## src/rtl/pmra_pkg.sv

```systemverilog
// Package for the power monitor result and alert block.
// Assumes a register access port driven by a serial-bus slave elsewhere.
package pmra_pkg;
   // ==========================================================
   // Register offsets (pointer values)
   localparam logic [7:0] SHUNT_OFS = 8'h01;
   localparam logic [7:0] BUS_OFS = 8'h02;
   localparam logic [7:0] POWER_OFS = 8'h03;
   localparam logic [7:0] CURRENT_OFS = 8'h04;
   localparam logic [7:0] SCALE_OFS = 8'h05;
   localparam logic [7:0] ALERT_CTL_OFS = 8'h06;
   localparam logic [7:0] LIMIT_OFS = 8'h07;
   localparam logic [7:0] CONFIG_OFS = 8'h00;
   // ==========================================================
   // Reset values
   localparam logic [15:0] SCALE_RST = 16'h0000;
   localparam logic [15:0] ALERT_CTL_RST = 16'h0000;
   localparam logic [15:0] LIMIT_RST = 16'h0000;
   localparam logic [15:0] RESULT_RST = 16'h0000;
   // ==========================================================
   // Alert control field positions
   localparam int SHUNT_OVER_POS = 15;
   localparam int SHUNT_UNDER_POS = 14;
   localparam int BUS_OVER_POS = 13;
   localparam int BUS_UNDER_POS = 12;
   localparam int POWER_OVER_POS = 11;
   localparam int RDY_EN_POS = 10;
   localparam int AFLAG_POS = 4;
   localparam int DONE_POS = 3;
   localparam int OVERFLOW_POS = 2;
   localparam int ALERT_LEVEL_POS = 1;
   localparam int LATCH_POS = 0;
   localparam logic [15:0] CTL_WMASK = 16'hfc03;
   localparam logic [15:0] SCALE_WMASK = 16'h7fff;
   // ==========================================================
   // Arithmetic constants
   localparam int POWER_DIV = 25;
   localparam logic [2:0] MODE_TRIG_MASK = 3'h4;
   // ==========================================================
   // Carriers
   typedef struct packed {
      logic rd;
      logic wr;
      logic [7:0] addr;
      logic [15:0] wdata;
   } pmra_reg_req_type;
   typedef struct packed {
      logic valid;
      logic [15:0] shunt;
      logic [15:0] bus;
   } pmra_sample_type;
   typedef enum logic [1:0] {
      ST_IDLE,
      ST_CURR,
      ST_POWER,
      ST_DONE
   } pmra_state_type;
endpackage

```

## src/rtl/pmra_core.sv

```systemverilog
// Result calculation and alert logic of the power monitor.
// Assumes the sample and register requests come from ref_clk logic.
`timescale 1ns/1ps
module pmra_core #(
   parameter int DATA_W = 16
) (
   input wire logic ref_clk,
   input wire logic rst,
   input pmra_pkg::pmra_reg_req_type reg_req,
   input pmra_pkg::pmra_sample_type sample,
   input wire logic [2:0] op_mode,
   output logic [15:0] reg_rdata,
   output logic alert_out,
   output logic alert_oe
);
   initial begin
      if (DATA_W != 16) begin
         $error("pmra_core supports only 16-bit data");
      end
   end

   // ==========================================================
   // Register requests
   logic ctl_rd, cfg_wr, trig_mode;
   assign ctl_rd = reg_req.rd && reg_req.addr == pmra_pkg::ALERT_CTL_OFS;
   assign cfg_wr = reg_req.wr && reg_req.addr == pmra_pkg::CONFIG_OFS &&
      reg_req.wdata[1:0] != 2'h0;
   assign trig_mode = (op_mode & pmra_pkg::MODE_TRIG_MASK) == 3'h0;

   logic [15:0] scale_reg, scale_next;
   logic [15:0] limit_reg, limit_next;
   logic [15:0] ctl_reg, ctl_next;
   logic [15:0] shunt_reg, shunt_next, bus_reg, bus_next;
   logic [15:0] current_reg, current_next, power_reg, power_next;
   logic aflag_reg, aflag_next, done_reg, done_next, ovf_reg, ovf_next;
   logic alert_out_reg, alert_out_next;
   logic alert_oe_reg;
   logic [15:0] rdata_reg, rdata_next;
   pmra_pkg::pmra_state_type state_reg, state_next;

   // ==========================================================
   // Arithmetic
   logic signed [31:0] cur_prod;
   logic signed [31:0] pow_prod;
   logic signed [31:0] pow_scaled;
   logic cur_ovf, pow_ovf;
   assign cur_prod = $signed(shunt_reg) *
      $signed({1'b0, scale_reg[14:0]});
   // Shift by the calibration scaling implied by the sample LSBs
   logic signed [31:0] cur_shift;
   assign cur_shift = cur_prod >>> 11;
   assign cur_ovf = cur_shift > 32'sd32767 || cur_shift < -32'sd32768;
   assign pow_prod = $signed(current_reg) *
      $signed({1'b0, bus_reg[14:0]});
   logic signed [31:0] pow_abs;
   assign pow_abs = pow_prod < 0 ? -pow_prod : pow_prod;
   assign pow_scaled = pow_abs / pmra_pkg::POWER_DIV;
   assign pow_ovf = pow_scaled > 32'sd65535;

   // ==========================================================
   // Limit comparison, once per finished result
   logic lim_hit;
   always_comb begin
      lim_hit = 1'b0;
      if (ctl_reg[pmra_pkg::SHUNT_OVER_POS]) begin
         lim_hit = $signed(shunt_reg) > $signed(limit_reg);
      end else if (ctl_reg[pmra_pkg::SHUNT_UNDER_POS]) begin
         lim_hit = $signed(shunt_reg) < $signed(limit_reg);
      end else if (ctl_reg[pmra_pkg::BUS_OVER_POS]) begin
         lim_hit = bus_reg > limit_reg;
      end else if (ctl_reg[pmra_pkg::BUS_UNDER_POS]) begin
         lim_hit = bus_reg < limit_reg;
      end else if (ctl_reg[pmra_pkg::POWER_OVER_POS]) begin
         lim_hit = power_reg > limit_reg;
      end
   end

   // ==========================================================
   // Next-state logic
   logic latched, alert_act;
   assign latched = ctl_reg[pmra_pkg::LATCH_POS];
   always_comb begin
      state_next = state_reg;
      shunt_next = shunt_reg;
      bus_next = bus_reg;
      current_next = current_reg;
      power_next = power_reg;
      scale_next = scale_reg;
      limit_next = limit_reg;
      ctl_next = ctl_reg;
      aflag_next = aflag_reg;
      done_next = done_reg;
      ovf_next = ovf_reg;
      alert_act = 1'b0;
      if (reg_req.wr) begin
         case (reg_req.addr)
            pmra_pkg::SCALE_OFS:
               scale_next = reg_req.wdata & pmra_pkg::SCALE_WMASK;
            pmra_pkg::LIMIT_OFS: limit_next = reg_req.wdata;
            pmra_pkg::ALERT_CTL_OFS:
               ctl_next = reg_req.wdata & pmra_pkg::CTL_WMASK;
            default: ;
         endcase
      end
      // Clears first so that a same-cycle set wins
      if (ctl_rd && latched) begin
         aflag_next = 1'b0;
      end
      if (trig_mode && (ctl_rd || cfg_wr)) begin
         done_next = 1'b0;
      end
      case (state_reg)
         pmra_pkg::ST_IDLE: begin
            if (sample.valid) begin
               // Samples arrive already averaged when enabled
               shunt_next = sample.shunt;
               bus_next = sample.bus;
               state_next = pmra_pkg::ST_CURR;
            end
         end
         pmra_pkg::ST_CURR: begin
            current_next = cur_shift[15:0];
            ovf_next = cur_ovf;
            state_next = pmra_pkg::ST_POWER;
         end
         pmra_pkg::ST_POWER: begin
            power_next = pow_scaled[15:0];
            ovf_next = ovf_reg | pow_ovf;
            state_next = pmra_pkg::ST_DONE;
         end
         pmra_pkg::ST_DONE: begin
            done_next = 1'b1;
            if (lim_hit) begin
               aflag_next = 1'b1;
            end else if (!latched) begin
               aflag_next = 1'b0;
            end
            state_next = pmra_pkg::ST_IDLE;
         end
         default: state_next = pmra_pkg::ST_IDLE;
      endcase
      alert_act = aflag_next ||
         (ctl_reg[pmra_pkg::RDY_EN_POS] && done_next);
      alert_out_next = ctl_reg[pmra_pkg::ALERT_LEVEL_POS] ?
         alert_act : !alert_act;
   end

   // ==========================================================
   // Read data
   logic [15:0] ctl_view;
   always_comb begin
      ctl_view = ctl_reg;
      ctl_view[pmra_pkg::AFLAG_POS] = aflag_reg;
      ctl_view[pmra_pkg::DONE_POS] = done_reg;
      ctl_view[pmra_pkg::OVERFLOW_POS] = ovf_reg;
      case (reg_req.addr)
         pmra_pkg::SHUNT_OFS: rdata_next = shunt_reg;
         pmra_pkg::BUS_OFS: rdata_next = bus_reg;
         pmra_pkg::POWER_OFS: rdata_next = power_reg;
         pmra_pkg::CURRENT_OFS: rdata_next = current_reg;
         pmra_pkg::SCALE_OFS: rdata_next = scale_reg;
         pmra_pkg::ALERT_CTL_OFS: rdata_next = ctl_view;
         pmra_pkg::LIMIT_OFS: rdata_next = limit_reg;
         default: rdata_next = 16'h0000;
      endcase
      if (!reg_req.rd) begin
         rdata_next = rdata_reg;
      end
   end

   // ==========================================================
   // Registers
   always_ff @(posedge ref_clk or posedge rst) begin
      if (rst) begin
         state_reg <= pmra_pkg::ST_IDLE;
         shunt_reg <= pmra_pkg::RESULT_RST;
         bus_reg <= pmra_pkg::RESULT_RST;
         current_reg <= pmra_pkg::RESULT_RST;
         power_reg <= pmra_pkg::RESULT_RST;
         scale_reg <= pmra_pkg::SCALE_RST;
         limit_reg <= pmra_pkg::LIMIT_RST;
         ctl_reg <= pmra_pkg::ALERT_CTL_RST;
         aflag_reg <= 1'b0;
         done_reg <= 1'b0;
         ovf_reg <= 1'b0;
         alert_out_reg <= 1'b1;
         alert_oe_reg <= 1'b0;
         rdata_reg <= 16'h0000;
      end else begin
         state_reg <= state_next;
         shunt_reg <= shunt_next;
         bus_reg <= bus_next;
         current_reg <= current_next;
         power_reg <= power_next;
         scale_reg <= scale_next;
         limit_reg <= limit_next;
         ctl_reg <= ctl_next;
         aflag_reg <= aflag_next;
         done_reg <= done_next;
         ovf_reg <= ovf_next;
         alert_out_reg <= alert_out_next;
         alert_oe_reg <= 1'b1;
         rdata_reg <= rdata_next;
      end
   end

   assign reg_rdata = rdata_reg;
   assign alert_out = alert_out_reg;
   // Pin is driven once reset has released; idle level comes from alert_out
   assign alert_oe = alert_oe_reg;

   // ==========================================================
   // Assertions, register side
   scale_msb_a: assert property (
      @(posedge ref_clk) disable iff (rst)
      !scale_reg[15])
      else $error("scale top bit set");
   limit_write_a: assert property (
      @(posedge ref_clk) disable iff (rst)
      reg_req.wr && reg_req.addr == pmra_pkg::LIMIT_OFS
      |=> limit_reg == $past(reg_req.wdata))
      else $error("limit write lost");
   ctl_ro_bits_a: assert property (
      @(posedge ref_clk) disable iff (rst)
      (ctl_reg & ~pmra_pkg::CTL_WMASK) == 16'h0000)
      else $error("control read-only bits set");
   trig_clear_a: assert property (
      @(posedge ref_clk) disable iff (rst)
      trig_mode && ctl_rd && state_reg != pmra_pkg::ST_DONE
      |=> !done_reg)
      else $error("ready flag not cleared");
   cfg_clear_a: assert property (
      @(posedge ref_clk) disable iff (rst)
      trig_mode && cfg_wr && state_reg != pmra_pkg::ST_DONE
      |=> !done_reg)
      else $error("ready flag kept after config write");

   // ==========================================================
   // Assertions, calculation
   done_set_a: assert property (
      @(posedge ref_clk) disable iff (rst)
      state_reg == pmra_pkg::ST_DONE
      |=> done_reg)
      else $error("ready flag not set");
   pipe_order_a: assert property (
      @(posedge ref_clk) disable iff (rst)
      sample.valid && state_reg == pmra_pkg::ST_IDLE
      |=> state_reg == pmra_pkg::ST_CURR
      ##1 state_reg == pmra_pkg::ST_POWER
      ##1 state_reg == pmra_pkg::ST_DONE)
      else $error("calculation sequence broken");
   ovf_set_a: assert property (
      @(posedge ref_clk) disable iff (rst)
      state_reg == pmra_pkg::ST_CURR && cur_ovf
      |-> ##2 ovf_reg)
      else $error("overflow flag missed");
   busy_ignore_a: assert property (
      @(posedge ref_clk) disable iff (rst)
      sample.valid && state_reg != pmra_pkg::ST_IDLE
      |=> $stable(shunt_reg) && $stable(bus_reg))
      else $error("sample taken while busy");

   // ==========================================================
   // Assertions, limit functions
   shunt_over_a: assert property (
      @(posedge ref_clk) disable iff (rst)
      state_reg == pmra_pkg::ST_DONE &&
      ctl_reg[pmra_pkg::SHUNT_OVER_POS] &&
      $signed(shunt_reg) > $signed(limit_reg)
      |=> aflag_reg)
      else $error("shunt over limit missed");
   shunt_under_a: assert property (
      @(posedge ref_clk) disable iff (rst)
      state_reg == pmra_pkg::ST_DONE &&
      !ctl_reg[pmra_pkg::SHUNT_OVER_POS] &&
      ctl_reg[pmra_pkg::SHUNT_UNDER_POS] &&
      $signed(shunt_reg) < $signed(limit_reg)
      |=> aflag_reg)
      else $error("shunt under limit missed");
   bus_over_a: assert property (
      @(posedge ref_clk) disable iff (rst)
      state_reg == pmra_pkg::ST_DONE &&
      !ctl_reg[pmra_pkg::SHUNT_OVER_POS] &&
      !ctl_reg[pmra_pkg::SHUNT_UNDER_POS] &&
      ctl_reg[pmra_pkg::BUS_OVER_POS] &&
      bus_reg > limit_reg
      |=> aflag_reg)
      else $error("bus over limit missed");
   bus_under_a: assert property (
      @(posedge ref_clk) disable iff (rst)
      state_reg == pmra_pkg::ST_DONE &&
      !ctl_reg[pmra_pkg::SHUNT_OVER_POS] &&
      !ctl_reg[pmra_pkg::SHUNT_UNDER_POS] &&
      !ctl_reg[pmra_pkg::BUS_OVER_POS] &&
      ctl_reg[pmra_pkg::BUS_UNDER_POS] &&
      bus_reg < limit_reg
      |=> aflag_reg)
      else $error("bus under limit missed");
   power_over_a: assert property (
      @(posedge ref_clk) disable iff (rst)
      state_reg == pmra_pkg::ST_DONE &&
      !ctl_reg[pmra_pkg::SHUNT_OVER_POS] &&
      !ctl_reg[pmra_pkg::SHUNT_UNDER_POS] &&
      !ctl_reg[pmra_pkg::BUS_OVER_POS] &&
      !ctl_reg[pmra_pkg::BUS_UNDER_POS] &&
      ctl_reg[pmra_pkg::POWER_OVER_POS] &&
      power_reg > limit_reg
      |=> aflag_reg)
      else $error("power over limit missed");
   prio_pick_a: assert property (
      @(posedge ref_clk) disable iff (rst)
      state_reg == pmra_pkg::ST_DONE && !latched &&
      ctl_reg[pmra_pkg::SHUNT_OVER_POS] &&
      $signed(shunt_reg) <= $signed(limit_reg)
      |=> !aflag_reg)
      else $error("lower limit function took over");
   flag_set_a: assert property (
      @(posedge ref_clk) disable iff (rst)
      state_reg == pmra_pkg::ST_DONE && lim_hit
      |=> aflag_reg)
      else $error("limit hit missed");
   trans_clear_a: assert property (
      @(posedge ref_clk) disable iff (rst)
      state_reg == pmra_pkg::ST_DONE && !lim_hit && !latched
      |=> !aflag_reg)
      else $error("transparent flag stuck");
   latch_hold_a: assert property (
      @(posedge ref_clk) disable iff (rst)
      aflag_reg && latched && !ctl_rd && $stable(ctl_reg)
      |=> aflag_reg)
      else $error("latched flag dropped");
   latch_clear_a: assert property (
      @(posedge ref_clk) disable iff (rst)
      ctl_rd && latched && state_reg != pmra_pkg::ST_DONE
      |=> !aflag_reg)
      else $error("latched flag not cleared");

   // ==========================================================
   // Assertions, alert pin
   level_sel_a: assert property (
      @(posedge ref_clk) disable iff (rst)
      aflag_reg && $stable(aflag_reg) && $stable(ctl_reg)
      |-> alert_out == ctl_reg[pmra_pkg::ALERT_LEVEL_POS])
      else $error("alert level wrong");
   idle_level_a: assert property (
      @(posedge ref_clk) disable iff (rst)
      !aflag_reg && !done_reg && $stable(ctl_reg)
      |-> alert_out == !ctl_reg[pmra_pkg::ALERT_LEVEL_POS])
      else $error("alert not idle");
   ready_alert_a: assert property (
      @(posedge ref_clk) disable iff (rst)
      state_reg == pmra_pkg::ST_DONE &&
      ctl_reg[pmra_pkg::RDY_EN_POS] && !reg_req.wr
      |=> alert_out == ctl_reg[pmra_pkg::ALERT_LEVEL_POS])
      else $error("ready alert missed");

   // ==========================================================
   // Covers
   conv_c: cover property (@(posedge ref_clk) disable iff (rst)
      state_reg == pmra_pkg::ST_DONE);
   hit_c: cover property (@(posedge ref_clk) disable iff (rst)
      state_reg == pmra_pkg::ST_DONE && lim_hit && latched);
   ovf_c: cover property (@(posedge ref_clk) disable iff (rst)
      $rose(ovf_reg));
   rdy_c: cover property (@(posedge ref_clk) disable iff (rst)
      state_reg == pmra_pkg::ST_DONE && ctl_reg[pmra_pkg::RDY_EN_POS]);
   clr_c: cover property (@(posedge ref_clk) disable iff (rst)
      ctl_rd && latched && aflag_reg);
endmodule

```

## config.mk

```make
export PLATFORM = sky130hd
export DESIGN_NAME = pmra_core
export DESIGN_NICKNAME = d
export VERILOG_FILES = /design/src/rtl/pmra_pkg.sv /design/src/rtl/pmra_core.sv
export SDC_FILE = /design/constraint.sdc
export NUM_CORES = 2
export LEC_CHECK = 0
export ABC_AREA = 1
export BUFFER_PORTS_ARGS = -buffer_cell sky130_fd_sc_hd__buf_2
export CAP_MARGIN = 20
export CORE_UTILIZATION = 52
export DETAILED_ROUTE_END_ITERATION = 8
export PLACE_DENSITY = 0.65
export SYNTH_ARGS = -nofsm -noshare
export SYNTH_HDL_FRONTEND = slang
export SYNTH_SLANG_ARGS = --single-unit
```

## constraint.sdc

```tcl
create_clock -name ref_clk -period 32 [get_ports ref_clk]
set_input_delay 3.2 -clock ref_clk [delete_from_list [all_inputs] [get_ports ref_clk]]
set_output_delay 3.2 -clock ref_clk [all_outputs]
set_load 0.02 [all_outputs]
```

* After elaboration in Yosys (flattened, before gate mapping)
Index checks and enable logic that the tools add are counted.
Storage, ports and cells: input port bits 64, memory bits (writable) 0, word-level logic and storage cells 75, memories 0, register bits after elaboration 126, bits in read-only memories 0, output and inout bits 18, bits in latches 0
Cells by class: bitwise logic cells 1, magnitude comparators 9, equal/unequal tests 11, reduce and logical (&&, ||, !) cells 19, mux-type cells 17, divide/modulo/power cells 1, shift operators 0, multiply operators 2, $add $sub $neg 1
Operators by type and width (number):
- $pmux W16 S7 | 1
- $mul A16 B16 Y32 | 2
- $gt A16 B16 Y1 | 3
- $div A32 B6 Y32 const B | 1
- $eq A8 B3 Y1 const B | 4
- $gt A32 B17 Y1 const B | 1
- $lt A16 B16 Y1 | 2
- $lt A32 B1 Y1 const B | 1
- $mux W32 | 1
- $neg A32 Y32 | 1
- $gt A21 B16 Y1 const B | 1
- $lt A21 B16 Y1 const B | 1
- $eq A8 B2 Y1 const B | 2
- $mux W1 | 12
- $eq A8 B1 Y1 const B | 1
- $logic_not A8 Y1 | 1
- $pmux W2 S4 | 1
- $reduce_and A2 Y1 | 4
- $logic_and A1 B1 Y1 | 6
- $eq A2 B2 Y1 const B | 2
- $reduce_bool A2 Y1 | 2
- $logic_not A3 Y1 | 1
- $logic_or A1 B1 Y1 | 3
- $eq A2 B1 Y1 const B | 1
- 6 further kinds | 6

* Longest topological paths before layout
word-level depth 11, gate-level depth with buffers 186, gate-level depth less buffers 183

* Worst setup path before layout
No wires, ideal clock.
path type flip-flop to flip-flop, start point register bus_reg[2], end point register power_reg[1], data arrival time 18.522 ns, clock period less this slack 18.649 ns, library setup time 0.127 ns, setup slack 13.351 ns, stages on the path, launching flop included 165, path through dfrtp_1 > clkbuf_1 > clkbuf_1 > nand2_1 > fa_1 > inv_1 > fa_1 > fa_1 > inv_1 > fa_1 > inv_1 > fa_1 > inv_1 > fa_1 > inv_1 > ha_1 > nand2_1 > inv_1 > [... 129 more ...] > nor2_2 > nand2_2 > nand2_4 > nand2_2 > nand2_1 > inv_2 > ha_1 > inv_1 > nand4_1 > nand3_2 > nand3_2 > a21oi_1 > nand3_1 > nand3_2 > inv_1 > ha_1 > o211ai_1 > o21ai_1
Between the ends: longest elaborated chain between the ends 4
Ends and longest elaborated chain:
- from (decl) | line pmra_core.sv:33 | logic [15:0] shunt_reg, shunt_next, bus_reg, bus_next;
- from (signal assigned) | line pmra_core.sv:177 | bus_reg <= pmra_pkg::RESULT_RST;
- from (signal assigned) | line pmra_core.sv:192 | bus_reg <= bus_next;
- $mul A16 B16 Y32 (*) | line pmra_core.sv:53 | assign pow_prod = $signed(current_reg) *
- $neg A32 Y32 or $lt A32 B1 Y1 (tied branches) | line pmra_core.sv:56 | assign pow_abs = pow_prod < 0 ? -pow_prod : pow_prod;
- $mux W32 (*) | line pmra_core.sv:56
- $div A32 B6 Y32 (*) | line pmra_core.sv:57 | assign pow_scaled = pow_abs / pmra_pkg::POWER_DIV;
- to (signal assigned) | line pmra_core.sv:179 | power_reg <= pmra_pkg::RESULT_RST;
- to (signal assigned) | line pmra_core.sv:194 | power_reg <= power_next;
- to (decl) | line pmra_core.sv:34 | logic [15:0] current_reg, current_next, power_reg, power_next;
Every way passes the cells marked *; elsewhere a longest branch is shown, timed or not. A chain may end at the register's enable or synchronous reset.

* Worst setup path after layout
start point register bus_reg[3], end point register power_reg[2]
Same word-level chain as after synthesis.

==> flow_metrics.tcl <==
set metrics [dict create \
    avgSynthCellArea_um2 7.353 \
    first_global_vias 28410 \
    post_cts_buffers 0 \
    worst_path_largest_cell_delay_ns 0.74 \
    synth_largest_area_cell "fa_1" \
    drt_pass1_iterations 6 \
    dieHeight_um 256.4 \
    max_cap_viol_count 0 \
    cpMostUsedCell "nand2_4" \
    fill_cells 6141 \
    layout.nets 5331 \
    critPathMaxFanout 19 \
    numPortBuffers 79 \
    routed_via_density 5.205 \
    fin_skew_ns 0.02200 \
    synth_ff_type "dfrtp_1" \
    async_reset_ff_share_pct 100.0 \
    outcome "finished, final reports clean" \
    tritoncts "yes" \
    clkLatencyLatePin_ns 0.45 \
    hp-class "flop to flop" \
    fmax_ghz 0.04610 \
    ant_nets 0 \
    cp.arrival_ns 21.98 \
    period_share_pct 67.79 \
    synth_edf_count 0 \
    final_max_slew_viol_count 0 \
    synth_top_cells_by_count "inv_1 (1137), nand2_1 (1137), fa_1 (491)" \
    grt_use_total_pct 29.18 \
    synth_fp_nets 5349 \
    via_count 28190 \
    grt_overflow 0 \
    rsz0062_at_grt "false" \
    antenna_cells 0 \
    cts.sinks 126 \
    min_period_ns 21.69 \
    cp_slowest_cell "fa_1" \
    die_w_um 256.4 \
    dp_hpwl_mm 75.33 \
    fin_hold_ws_ns 0.4947 \
    holdBufCountCts 0 \
    h-tree-depth 4 \
    start_kind "flop" \
    place_area_mm2 0.03471 \
    hold_viol 0 \
    rows 92 \
    synth.area.top_cells "fa_1 (29%), inv_1 (13%), nand2_1 (13%)" \
    die_area_mm2 0.06572 \
    drt_wl_total_mm 91.54 \
    first_iter_violations 1771 \
    slew_headroom_pct 26.01 \
    fin_tns_setup_ns 0 \
    grt_pass1_wl_mm 151.9 \
    grt_max_degree 73 \
    ys_warn_count 0 \
    drc 0 \
    endpoint_kind "flop" \
    cts.path.max_buffers 2 \
    synth-seq-cells 126 \
    stdcell_area_mm2 0.03533 \
    syn_area_mm2 0.03364 \
    start_util_pct 52.94 \
    cts.clk_slew.worst_paths_ns 0.08 \
    syn-instance-count 4575 \
    antenna_found_initial 1 \
    globalplace.congestion 0.9591 \
    yosysUniqueCellTypes 72 \
    ios 82 \
    synth_top_area_share_pct 29.22 \
    worst_ep_required_time_ns 32.29 \
    cts-resized-gates 0 \
    worstMarginPinSlew_ns 1.106 \
    coreArea_mm2 0.06354 \
    cts_buffers 17 \
    seq_area_frac_synth_pct 9.376 \
    crit_type "flop to flop" \
    root_buffer "clkbuf_16" \
    wl_per_cell_um 16.90 \
    drive_above_1_share_pct 13.87 \
    finalSetupViolations 0 \
    syn_to_final_growth_pct 5.025 \
]
## layout by cell type (no fill, tap or decap), drive strengths merged, types with 4 or more instances in the layout
master,count
or2,5
xnor2,29
a22o,5
o21bai,5
xor2,30
nand3b,9
o2111ai,11
inv,1192
nor3,19
nand3,225
clkbuf,18
o211ai,14
o31ai,9
dfrtp,125
and2,4
nand4,96
fa,491
ha,219
nor2,208
buf,117
a21oi,63
a211oi,4
a21o,14
clkinv,18
o21ai,166
mux2,42
o22ai,4
nand2,1381
nor4,7
a221oi,14
## cell type report
| cell class | count | area, um^2 | share of cell area (%) |
|---|---|---|---|
| Sequential cell | 126 | 3154 | 8.928 |
| Inverter | 1200 | 4518 | 12.79 |
| Clock inverter | 14 | 175.2 | 0.4958 |
| Clock buffer | 18 | 439.2 | 1.243 |
| Multi-Input combinational cell | 3095 | 25310 | 71.63 |
| Timing Repair Buffer | 117 | 678.2 | 1.919 |
| Tap cell | 846 | 1059 | 2.996 |
## through the flow
stage / setup slack, ns / utilization [%] / cells
after floorplan: 13.35 / - / 4575
after global placement: 10.47 / 54.63 / 5383
after detailed placement: 10.29 / 54.63 / 5383
after CTS: 10.22 / 55.60 / 5415
after global routing: 8.348 / 55.60 / 5416
final: 10.31 / 55.60 / 5416
## critical path: cells and delay by family (launching register included)
kind / cells / cell delay [ns]
AOI/OAI and AO/OA: 5 / 1.20
and+or+nand+nor: 125 / 14.39
DFF: 1 / 0.33
adders and majority gates: 9 / 4.39
buffers and inverters: 11 / 1.16
## cell families after synthesis
logic type               Yosys count  synth area share (%)
flip-flops                       126                 9.376
AO/OA/AOI/OAI                    326                 5.839
buffers and inverters           1354                 15.42
XOR/XNOR                          59                 1.536
other                              1               0.01115
multiplexers                      42                 1.406
adder cells (fa/ha/maj)          710                 37.36
AND/OR/NAND/NOR                 1957                 29.05
## per-layer routing
layer / wire (um) / share of wire (%) / global-route usage (%)
met5: 0 / 0 / 0
met4: 3273 / 3.6 / 9.814
met3: 5509 / 6.0 / 3.420
met2: 43750 / 48 / 49.38
met1: 39010 / 43 / 38.70
## final timing paths
kind / end / from / slack, ns / cells past startpoint
worst max register to register: power_reg[2]$_DFFE_PP0P_ / bus_reg[3]$_DFFE_PP0P_ / 10.31 / 150
min in group asynchronous: current_reg[4]$_DFFE_PP0N_ / rst / 2.88 / 2
worst min register to register: limit_reg[13]$_DFFE_PP0P_ / limit_reg[13]$_DFFE_PP0P_ / 0.49 / 2
max in group asynchronous: power_reg[14]$_DFFE_PP0P_ / rst / 27.86 / 3
worst max-delay path: power_reg[2]$_DFFE_PP0P_ / bus_reg[3]$_DFFE_PP0P_ / 10.31 / 150
worst min-delay path: limit_reg[13]$_DFFE_PP0P_ / limit_reg[13]$_DFFE_PP0P_ / 0.49 / 2
Power is left out: the tool's default activity adds up to more than one toggle a clock period on the data nets, which glitch-free logic cannot reach.
